$ cat src/rtl/rnm_consts.vh
// Constants for the radio network and Modbus address map block
`ifndef RNM_CONSTS_VH
`define RNM_CONSTS_VH
`define RNM_CHAN_OFF      5'h00
`define RNM_CHAN_MAX      5'h10
`define RNM_RATE_4K8      2'h0
`define RNM_RATE_19K2     2'h1
`define RNM_RATE_76K8     2'h2
`define RNM_REFRESH_4K8_S  6'h14
`define RNM_REFRESH_19K2_S 6'h05
`define RNM_REFRESH_76K8_S 6'h01
`define RNM_NODE_MIN      7'h01
`define RNM_NODE_MAX      7'h64
`define RNM_ADDR_MIN      8'h01
`define RNM_ADDR_MAX      8'hf7
`define RNM_MAP_PER_NODE  1'b0
`define RNM_MAP_SHARED    1'b1
`define RNM_BAUD_9600     3'h0
`define RNM_BAUD_19200    3'h1
`define RNM_BAUD_38400    3'h2
`define RNM_BAUD_57600    3'h3
`define RNM_BAUD_115200   3'h4
`define RNM_PAR_NONE      2'h0
`define RNM_PAR_EVEN      2'h1
`define RNM_PAR_ODD       2'h2
`define RNM_REGS_PER_UNIT 16'h000a
`define RNM_CLK_HZ        100000000
`endif

$ cat src/rtl/rnm_addr_map.v
// Radio network settings and Modbus address mapping logic
//
// Overview of operation
// - Channel setting offers sixteen channels plus a disabled value.
// - Accept only nodes whose channel equals the station channel.
// - Reset selects disabled channel; disabled station talks to no node.
// - Advance press while editing steps the channel to the next; a valid channel write in that cycle wins.
// - Station and nodes need same channel and symbol rate to talk.
// - Symbol rate offers exactly 4.8K, 19.2K and 76.8K.
// - Refresh interval at most 20 s, 5 s, 1 s by rate.
// - Reset selects the middle symbol rate 19.2K.
// - Highest node number holds a value from 1 to 100.
// - Refuse nodes whose number exceeds the highest node number.
// - Reset sets highest node number to one.
// - Reset selects 19.2 K line rate; master must match it.
// - Base address range depends on the mapping mode.
// - Shared mode: base address 1 to 247 serves everything.
// - Per-node mode: base address at most 247 minus node count.
// - Per-node mode: node answers at base address plus node number.
// - Reset sets base device address to one.
// - Serial port takes binary RTU framing only, never ASCII.
// - Shared mode: station registers 1-10, then ten per node.
// - One stop bit with parity, two stop bits without.
// - Reset selects per-node address mode.
`timescale 1ns/100ps
`include "rnm_consts.vh"

module rnm_addr_map #(
  parameter CHAN_W = 5
) (
  input  wire         ref_clk,
  input  wire         reset,
  input  wire         chan_edit,
  input  wire         advance_btn,
  input  wire         set_chan_we,
  input  wire [4:0]   set_chan,
  input  wire         set_rate_we,
  input  wire [1:0]   set_rate,
  input  wire         set_hi_we,
  input  wire [6:0]   set_hi,
  input  wire         set_baud_we,
  input  wire [2:0]   set_baud,
  input  wire         set_par_we,
  input  wire [1:0]   set_par,
  input  wire         set_map_we,
  input  wire         set_map,
  input  wire         set_addr_we,
  input  wire [7:0]   set_addr,
  input  wire [6:0]   node_count,
  input  wire         node_chk,
  input  wire [6:0]   node_number,
  input  wire [4:0]   node_chan,
  input  wire [1:0]   node_rate,
  input  wire         req_chk,
  input  wire         req_ascii,
  input  wire [7:0]   req_addr,
  input  wire [15:0]  req_reg,
  output reg  [4:0]   radio_channel_select_ff,
  output reg  [1:0]   radio_symbol_rate_ff,
  output reg  [6:0]   highest_node_number_ff,
  output reg  [2:0]   line_rate_ff,
  output reg  [1:0]   parity_ff,
  output reg          two_stop_ff,
  output reg          address_mapping_select_ff,
  output reg  [7:0]   base_device_address_ff,
  output reg  [5:0]   refresh_max_s_ff,
  output reg          node_accept_ff,
  output reg          req_answer_ff,
  output reg  [6:0]   req_unit_ff,
  output reg  [15:0]  req_local_reg_ff
);

  ////////////////////////////////////////////////////////////////////////
  // Button synchroniser and edge detect
  reg        adv_s1_ff;
  reg        adv_s2_ff;
  reg        adv_s3_ff;
  wire       adv_press = adv_s2_ff & ~adv_s3_ff;

  always @(posedge ref_clk) begin
    if (reset) begin
      adv_s1_ff <= 1'b0;
      adv_s2_ff <= 1'b0;
      adv_s3_ff <= 1'b0;
    end else begin
      adv_s1_ff <= advance_btn;
      adv_s2_ff <= adv_s1_ff;
      adv_s3_ff <= adv_s2_ff;
    end
  end

  ////////////////////////////////////////////////////////////////////////
  // Address range limit
  wire       map_sel = set_map_we ? set_map : address_mapping_select_ff;
  wire [7:0] addr_ceiling =
    (map_sel == `RNM_MAP_SHARED) ? `RNM_ADDR_MAX
    : (`RNM_ADDR_MAX - {1'b0, node_count});
  wire [7:0] map_ceiling =
    (address_mapping_select_ff == `RNM_MAP_SHARED) ? `RNM_ADDR_MAX
    : (`RNM_ADDR_MAX - {1'b0, node_count});

  ////////////////////////////////////////////////////////////////////////
  // Settings
  reg [4:0] nxt_chan;

  always @* begin
    nxt_chan = radio_channel_select_ff;
    if (set_chan_we && set_chan <= `RNM_CHAN_MAX)
      nxt_chan = set_chan;
    else if (chan_edit && adv_press) begin
      if (radio_channel_select_ff == `RNM_CHAN_MAX)
        nxt_chan = `RNM_CHAN_OFF;
      else
        nxt_chan = radio_channel_select_ff + 5'h01;
    end
  end

  always @(posedge ref_clk) begin
    if (reset)
      radio_channel_select_ff <= `RNM_CHAN_OFF;
    else
      radio_channel_select_ff <= nxt_chan;
  end

  ////////////////////////////////////////////////////////////////////////
  // Radio symbol rate and refresh bound
  reg [1:0] nxt_rate;
  reg [5:0] nxt_refresh;

  always @* begin
    nxt_rate = radio_symbol_rate_ff;
    if (set_rate_we && set_rate <= `RNM_RATE_76K8)
      nxt_rate = set_rate;
  end

  always @* begin
    case (radio_symbol_rate_ff)
      `RNM_RATE_4K8:  nxt_refresh = `RNM_REFRESH_4K8_S;
      `RNM_RATE_19K2: nxt_refresh = `RNM_REFRESH_19K2_S;
      `RNM_RATE_76K8: nxt_refresh = `RNM_REFRESH_76K8_S;
      default:        nxt_refresh = `RNM_REFRESH_19K2_S;
    endcase
  end

  always @(posedge ref_clk) begin
    if (reset) begin
      radio_symbol_rate_ff <= `RNM_RATE_19K2;
      refresh_max_s_ff     <= `RNM_REFRESH_19K2_S;
    end else begin
      radio_symbol_rate_ff <= nxt_rate;
      refresh_max_s_ff     <= nxt_refresh;
    end
  end

  ////////////////////////////////////////////////////////////////////////
  // Highest accepted node number
  reg [6:0] nxt_hi;

  always @* begin
    nxt_hi = highest_node_number_ff;
    if (set_hi_we && set_hi >= `RNM_NODE_MIN && set_hi <= `RNM_NODE_MAX)
      nxt_hi = set_hi;
  end

  always @(posedge ref_clk) begin
    if (reset)
      highest_node_number_ff <= `RNM_NODE_MIN;
    else
      highest_node_number_ff <= nxt_hi;
  end

  ////////////////////////////////////////////////////////////////////////
  // Serial line rate, parity and stop bits
  reg [2:0] nxt_baud;
  reg [1:0] nxt_par;
  reg       nxt_two_stop;

  always @* begin
    nxt_baud = line_rate_ff;
    if (set_baud_we && set_baud <= `RNM_BAUD_115200)
      nxt_baud = set_baud;
  end

  always @* begin
    nxt_par = parity_ff;
    if (set_par_we && set_par <= `RNM_PAR_ODD)
      nxt_par = set_par;
  end

  always @* begin
    nxt_two_stop = (parity_ff == `RNM_PAR_NONE);
  end

  always @(posedge ref_clk) begin
    if (reset) begin
      line_rate_ff <= `RNM_BAUD_19200;
      parity_ff    <= `RNM_PAR_EVEN;
      two_stop_ff  <= 1'b0;
    end else begin
      line_rate_ff <= nxt_baud;
      parity_ff    <= nxt_par;
      two_stop_ff  <= nxt_two_stop;
    end
  end

  ////////////////////////////////////////////////////////////////////////
  // Mapping mode and base device address
  reg       nxt_map;
  reg [7:0] nxt_addr;

  always @* begin
    nxt_map = address_mapping_select_ff;
    if (set_map_we)
      nxt_map = set_map;
  end

  always @* begin
    nxt_addr = base_device_address_ff;
    if (set_addr_we && set_addr >= `RNM_ADDR_MIN
        && set_addr <= addr_ceiling)
      nxt_addr = set_addr;
  end

  always @(posedge ref_clk) begin
    if (reset) begin
      address_mapping_select_ff <= `RNM_MAP_PER_NODE;
      base_device_address_ff    <= `RNM_ADDR_MIN;
    end else begin
      address_mapping_select_ff <= nxt_map;
      base_device_address_ff    <= nxt_addr;
    end
  end

  ////////////////////////////////////////////////////////////////////////
  // Node acceptance
  reg nxt_accept;

  always @* begin
    nxt_accept = node_chk
      && radio_channel_select_ff != `RNM_CHAN_OFF
      && node_chan == radio_channel_select_ff
      && node_rate == radio_symbol_rate_ff
      && node_number >= `RNM_NODE_MIN
      && node_number <= highest_node_number_ff;
  end

  always @(posedge ref_clk) begin
    if (reset)
      node_accept_ff <= 1'b0;
    else
      node_accept_ff <= nxt_accept;
  end

  ////////////////////////////////////////////////////////////////////////
  // Modbus request address decode
  wire [8:0]  addr_diff  = {1'b0, req_addr} - {1'b0, base_device_address_ff};
  wire        per_node   = address_mapping_select_ff == `RNM_MAP_PER_NODE;
  wire        node_hit   = per_node && !addr_diff[8]
                           && addr_diff[7:0] != 8'h00
                           && addr_diff[7:0] <= {1'b0, highest_node_number_ff}
                           && base_device_address_ff <= map_ceiling;
  wire        base_hit   = req_addr == base_device_address_ff;
  wire [15:0] reg_m1     = req_reg - 16'h0001;
  wire [15:0] shr_unit   = reg_m1 / `RNM_REGS_PER_UNIT;
  wire [15:0] shr_local  = reg_m1 - shr_unit * `RNM_REGS_PER_UNIT + 16'h0001;
  wire        shr_ok     = req_reg != 16'h0000
                           && shr_unit <= {9'h000, highest_node_number_ff};

  wire        shr_hit    = base_hit && !per_node && shr_ok;
  wire        own_hit    = base_hit && per_node;
  reg         nxt_answer;
  reg  [6:0]  nxt_unit;
  reg  [15:0] nxt_local;

  always @* begin
    nxt_answer = 1'b0;
    nxt_unit   = 7'h00;
    nxt_local  = req_reg;
    if (req_chk && !req_ascii) begin
      if (shr_hit) begin
        nxt_answer = 1'b1;
        nxt_unit   = shr_unit[6:0];
        nxt_local  = shr_local;
      end else if (own_hit) begin
        nxt_answer = 1'b1;
      end else if (node_hit) begin
        nxt_answer = 1'b1;
        nxt_unit   = addr_diff[6:0];
      end
    end
  end

  always @(posedge ref_clk) begin
    if (reset) begin
      req_answer_ff    <= 1'b0;
      req_unit_ff      <= 7'h00;
      req_local_reg_ff <= 16'h0000;
    end else begin
      req_answer_ff    <= nxt_answer;
      req_unit_ff      <= nxt_unit;
      req_local_reg_ff <= nxt_local;
    end
  end

endmodule // rnm_addr_map

$ cat config.mk
export PLATFORM = sky130hd
export DESIGN_NAME = rnm_addr_map
export DESIGN_NICKNAME = d
export VERILOG_FILES = /design/src/rtl/rnm_addr_map.v
export VERILOG_INCLUDE_DIRS = /design/src /design/src/rtl
export SDC_FILE = /design/constraint.sdc
export NUM_CORES = 1
export LEC_CHECK = 0
export BUFFER_PORTS_ARGS = -buffer_cell sky130_fd_sc_hd__buf_4
export CAP_MARGIN = 30
export CORE_MARGIN = 4
export CORE_UTILIZATION = 45
export CTS_BUF_LIST = sky130_fd_sc_hd__clkbuf_4 sky130_fd_sc_hd__clkbuf_8
export CTS_CLUSTER_DIAMETER = 200
export CTS_CLUSTER_SIZE = 25
export DETAILED_ROUTE_END_ITERATION = 16
export PLACE_DENSITY = 0.71
export REMOVE_ABC_BUFFERS = 1
export SLEW_MARGIN = 20
export SYNTH_ARGS = -nofsm -noshare
export SYNTH_HDL_FRONTEND = slang
export SYNTH_SLANG_ARGS = --single-unit
$ cat constraint.sdc
create_clock -name ref_clk -period 14.98 [get_ports ref_clk]
set_input_delay 2.247 -clock ref_clk [delete_from_list [all_inputs] [get_ports ref_clk]]
set_output_delay 2.247 -clock ref_clk [all_outputs]
set_load 0.05 [all_outputs]
==> impl_results.md, run 1 <==
* Gr ovfl total at 0
* DR iter-0 viols at about 480
* Post-Layout Cell Count at between 1k and 1.5k
* Setup TNS at 0 ns
* CP bufs+invs at 10
* Final min period at 13.56 ns
* Synth top area cells: ha_1 16%, dfxtp_1 15%, nor2_1 4.6%
* Leak pwr at ~4 nW
* Footprint of the multi-input gates at about 6100 µm²
* Die X-Extent at around 140 µm
* ANT nets after route at 0
* Mapped Area at 7790 µm²
* Max Slew Vio Count at 0
* Gp weighted congestion at about 0.97
* Pwr/cell area at 152 nW/µm²
* Sw Share at 48.1%
* Core footprint at about 17000 µm²
* CTS Buf Count at 9
* RSZ-0062 raised after global routing: no
* Sequential share of power at 12.5%
* Vias per cell at between 5 and 6
* Vias in the first global route at 7316
* Crit path required time at 15.18 ns
* Post-synth ARST share at 0%
* Synth Instances at ~1000
* Final nets at 1299
* Final worst-path cycle share at 90.5%
* Fmax at 73.8 MHz
* Post-synth top area cell: ha_1
* # diodes at 0
* Final wirelength at 22.6 mm
* DR vias at roughly 8k
* Max-Cap Viols at 0
* Clock Path Buffers at 2
* CTS H-tree lvls at 3
* Synth Flop Type: dfxtp_1
* Worst-path clk slew at 0.07 ns
* Setup slack after layout at 1.42 ns
* CP Launch Type: input pin
* Gate power share at 76.8%
* Routed length per instance at 17.0 µm
* Delay-heaviest family, CP: compound AO/OA/AOI/OAI gates
* CP arrival at 13.76 ns
* Port Buffers at 143
* Critical path class: in2reg
* Critical path's largest stage delay at 0.55 ns
* P_sw at 0.674 mW
* Die Span Y at 140 µm
* Total Routing Usage GR at 22.2%
* Max VDD drop at 0.0849 mV
* Largest net degree at the start of global routing at 50
* Place WS at around 1.3 ns
* Int Pwr at 0.728 mW
* Post-route cell area at between 9000 and 10000 µm²
* Io pins at around 150
* Clock Root Buffer: clkbuf_8
* Placed insts at 1316
* Initial Utilization at 46.5%
* Hold_ws at roughly 0.43 ns
* Clock latency on the worst-skew pair at 0.33 ns
* Die footprint at 19500 µm²
* Clock skew at between 0.01 and 0.015 ns
* Register area share after synthesis at between 10% and 20%
* DP Wirelength at 18.3 mm
* Resized cells post-CTS at 0
* DRC at 0
* Synth Area per Inst at 7.88 µm²
* Util after Layout at 54.9%
* Slew HR at 34.6%
* Clock power share at 10.6%
* Pwr Total at 1.40 mW
* #FFs+latches synth at 60
* Layout area overhead at 18.1%
* Worst slew pin tran at 0.974 ns
* Register area at 1200 µm²
* Row count at 47
* Distinct cells, synth at 109
* Final Hold Viols at 0
* Crit. End Element: flip-flop
* Worst min path class: reg2reg
* Fillers at 1584
* Dpl cell area at about 9000 µm²
* Status: completed
* Global-route wire length before repair at 36.8 mm
* Share of the synthesized area in the top cell type at between 10% and 20%
* DRT Pass-1 Iters at 5
* Crit-path slowest cell: or3b_1
* TritonCTS clock tree: done
* Yosys warns at 0
* # setup viols final at 0
* Post-CTS Setup Inserts at 0
* Crit Path Max Fanout at 13
* Layout cells sized above 1 at 20.8%
* CTS Sinks at 60
* Initial antenna violation count at 0
* Post-synth EDFFs at 0
* Cts hold-fix bufs at 0
[power groups by stage]
stage	combinational (mW)	sequential, mW	clock (mW)
floorplan	0.809	0.206	0
global placement	1.04	0.179	0
detailed placement	1.06	0.180	0
CTS	1.08	0.176	0.154
global route	1.21	0.177	0.159
finish	1.08	0.176	0.149
[Yosys cell counts, types with 10 or more instances]
cell type / count
nand3_1: 29
xor2_1: 21
a21oi_1: 67
mux2i_1: 31
xnor2_1: 37
a21o_1: 15
or3_1: 10
o21bai_1: 12
ha_1: 102
nor2_1: 96
o211ai_1: 13
nor2b_1: 25
dfxtp_1: 60
nor3_1: 31
nand4_1: 18
o21ai_0: 28
nand2b_1: 16
nand2_1: 56
a211oi_1: 11
clkbuf_1: 25
inv_1: 63
nor4_1: 12
[worst register-to-register path, cell delays in order, from the launching register on]
cell and delay (ns):
dfxtp_1 0.63, mux2i_1 0.30, and2_1 0.24, ha_1 0.29, a21o_1 0.19, a211o_1 0.29
a21oi_1 0.14, o21ai_0 0.08, a21boi_0 0.44, a21boi_1 0.83, mux2i_1 0.29, nor2_1 0.05
[flip-flops by register name, indices dropped and copies added (netlist names), 2 cells and up]
signal / count
base_device_address_ff: 8
line_rate_ff: 3
highest_node_number_ff: 7
radio_channel_select_ff: 5
req_unit_ff: 7
refresh_max_s_ff: 3
parity_ff: 2
radio_symbol_rate_ff: 2
req_local_reg_ff: 16
[area by class of cell]
class | count | share of cell area [%]
multi-input combinational | 816 | 66.6
sequential | 60 | 13.1
timing repair buffer | 149 | 12.2
tap | 220 | 2.99
inverter | 71 | 2.91
clock buffer | 12 | 1.73
clock inverter | 4 | 0.517
[per-layer routing]
metal | global-route usage [%] | up-vias | part of all wire [%]
met2 | 34.6 | 323 | 44
li1 | - | 3878 | -
met4 | 6.83 | 0 | 2.1
met1 | 31.8 | 3593 | 47
met5 | 0 | - | 0
met3 | 3.33 | 36 | 7.0
[placed cells by master (no fill, tap or decap), types with 21 or more instances in the layout]
cell type and count:
buf_4 149, ha_1 102, nor2_1 96, a21oi_1 67
inv_1 63, dfxtp_1 60, nand2_1 56, xnor2_1 37
nor3_1 31, mux2i_1 31, nand3_1 29, o21ai_0 28
nor2b_1 25, xor2_1 21
[cell families after synthesis]
group / Yosys count / share of synthesized area, %
other: 1 / 0.0482
and+or+nand+nor: 348 / 24.1
DFF: 60 / 15.4
AOI/OAI and AO/OA: 255 / 24.2
buffers and inverters: 114 / 6.02
xor gates and xnor gates: 59 / 6.73
adders and majority gates: 108 / 17.5
muxes: 43 / 5.94
[path summary, 6_finish.rpt]
check,startpoint,end,slack (ns),cells past startpoint
worst max-delay path,req_reg[0],req_local_reg_ff[15],1.42,54
worst max register to register,address_mapping_select_ff,base_device_address_ff[5],11.09,11
worst min register to register,radio_symbol_rate_ff[1],refresh_max_s_ff[2],0.43,1
worst min-delay path,radio_symbol_rate_ff[1],refresh_max_s_ff[2],0.43,1
No activity file was read; power rests on OpenSTA's default activity.
==> run 2, diff against run 1 <==
--- a/config.mk
+++ b/config.mk
@@ -14,7 +14,8 @@
 export CTS_CLUSTER_DIAMETER = 200
 export CTS_CLUSTER_SIZE = 25
 export DETAILED_ROUTE_END_ITERATION = 16
-export PLACE_DENSITY = 0.71
+export GPL_TIMING_DRIVEN = 0
+export PLACE_DENSITY_LB_ADDON = 0.15
 export REMOVE_ABC_BUFFERS = 1
 export SLEW_MARGIN = 20
 export SYNTH_ARGS = -nofsm -noshare
==> impl_results.md, run 2 (synthesis gave the netlist of run 1 again) <==
* Critical path class: in2reg
* Post-route cell area at 9180 µm² (-0.22%)
* CTS Sinks at 60 (unchanged)
* Leak pwr at 3.98 nW (-0.25%)
* DRT Pass-1 Iters at 5 (unchanged)
* # setup viols final at 0 (unchanged)
* Resized cells post-CTS at 0 (unchanged)
* Vias per cell at 5.76 (-1.9%)
* Core footprint at 16800 µm² (unchanged)
* Port Buffers at 143 (unchanged)
* Worst slew pin tran at 0.930 ns (-0.0442 ns)
* Layout cells sized above 1 at 20.9% (+0.090 points)
* Clock Path Buffers at 2 (unchanged)
* CP Launch Type: input pin
* CP bufs+invs at 10 (unchanged)
* Max VDD drop at 0.0638 mV (-25%)
* Levels on crit path at 54 (unchanged)
* Row count at 47 (unchanged)
* Routed length per instance at 16.5 µm (-3.0%)
* Clock Root Buffer: clkbuf_8
* Initial Utilization at 46.5% (unchanged)
* Hold_ws at 0.437 ns (+0.00304 ns)
* Final min period at 14.01 ns (+0.454 ns)
* Worst min path class: reg2reg
* CTS H-tree lvls at 3 (unchanged)
* Slew HR at 37.8% (+3.2 points)
* Delay-heaviest family, CP: compound AO/OA/AOI/OAI gates
* Worst-path clk slew at 0.06 ns (about the same)
* Max Slew Vio Count at 0 (unchanged)
* Global-route wire length before repair at 35.8 mm (-2.7%)
* Most frequent cells in the layout: 145 x buf_4, 102 x ha_1, 96 x nor2_1, 67 x a21oi_1, 63 x inv_1
* Critical path's largest stage delay at 0.52 ns (-0.03 ns)
* Die X-Extent at 140 µm (unchanged)
* DRC at 0 (unchanged)
* Pwr Total at 1.36 mW (-3.1%)
* Clock latency on the worst-skew pair at 0.34 ns (about the same)
* # diodes at 0 (unchanged)
* Crit Path Max Fanout at 13 (unchanged)
* DR vias at 7678 (-1.9%)
* TritonCTS clock tree: done
* Vias in the first global route at 7212 (-1.4%)
* Initial antenna violation count at 0 (unchanged)
* Fillers at 1645 (+3.9%)
* Max reg flops at 16 (unchanged)
* Post-CTS Setup Inserts at 0 (unchanged)
* Total Routing Usage GR at 21.6% (-0.62 points)
* Largest net degree at the start of global routing at 50 (unchanged)
* Dpl cell area at 8980 µm² (-0.13%)
* Clock skew at 0.0107 ns (+0.000104 ns)
* Top flop regs: req_local_reg_ff x16, base_device_address_ff x8
* Final worst-path cycle share at 93.5% (+3.0 points)
* Layout area overhead at 17.9%
* CP arrival at 14.22 ns (+0.46 ns)
* Biggest register: req_local_reg_ff
* Gp weighted congestion at 0.877 (-9.8%)
* Gr ovfl total at 0 (unchanged)
* Pwr/cell area at 148 nW/µm² (-2.9%)
* Status: completed
* Max-Cap Viols at 0 (unchanged)
* Crit. End Element: flip-flop
* Final wirelength at 21.9 mm (-3.0%)
* DR iter-0 viols at 448 (-5.9%)
* Die footprint at 19500 µm² (unchanged)
* Commonest non-fill, non-tap cell in the layout: buf_4
* RSZ-0062 raised after global routing: no
* Depth of the worst hold-timing path at 1 (unchanged)
* Final Hold Viols at 0 (unchanged)
* Crit-path slowest cell: or3b_1
* Reg2Reg Depth at 17 (+6)
* ANT nets after route at 0 (unchanged)
* Final nets at 1299 (unchanged)
* DP Wirelength at 17.8 mm (-2.8%)
* Crit path required time at 15.19 ns (about the same)
* Cts hold-fix bufs at 0 (unchanged)
* Die Span Y at 140 µm (unchanged)
* Io pins at 147 (unchanged)
* CTS Buf Count at 9 (unchanged)
* Fmax at 71.4 MHz (-3.2%)
[run 2: cell types whose count changed in the layout (fill, tap and decap cells not counted), sizes merged]
cell      delta
bufinv       -1
clkinvlp     +1
buf          -2
clkbuf       +2
[run 2: layout make-up]
type	instances	area (µm²)	area share, %
tap	220	275	3.00
multi-input combinational	816	6140	66.9
inverter	71	268	2.92
sequential	60	1200	13.1
clock buffer	12	153	1.66
clock inverter	4	25.0	0.273
timing repair buffer	149	1120	12.2
[run 2: worst paths after layout]
path              slack, ns              endpoint                      start
hold / removal         0.44             adv_s2_ff                  adv_s1_ff
setup reg to reg      10.87   req_local_reg_ff[7]  highest_node_number_ff[1]
setup / recovery       0.97  req_local_reg_ff[15]                 req_reg[0]
hold reg to reg        0.44             adv_s2_ff                  adv_s1_ff
[run 2: layer usage]
layer	vias to the layer above	global-route usage [%]	routed length (µm)
li1	3884	-	-
met3	17	3.16	1220
met5	-	0	0
met2	210	36.1	10100
met1	3567	29.9	10400
met4	0	4.33	203
[run 2: power by group]
part / internal, mW / leakage [nW] / switching, mW / total [mW]
clock: 0.0676 / 0.0892 / 0.0637 / 0.131
combinational: 0.467 / 3.40 / 0.584 / 1.05
sequential: 0.168 / 0.494 / 0.00735 / 0.175
[run 2: through the flow]
| stage | utilization, % | setup WS (ns) | cells | TNS (ns) |
|---|---|---|---|---|
| after floorplan | - | 2.16 | 947 | 0 |
| after global placement | 53.4 | -0.439 | 1310 | -5.33 |
| after detailed placement | 53.6 | 0.697 | 1313 | 0 |
| after CTS | 54.6 | 1.02 | 1329 | 0 |
| after global routing | 54.8 | 0.119 | 1332 | 0 |
| final | 54.8 | 0.968 | 1332 | 0 |
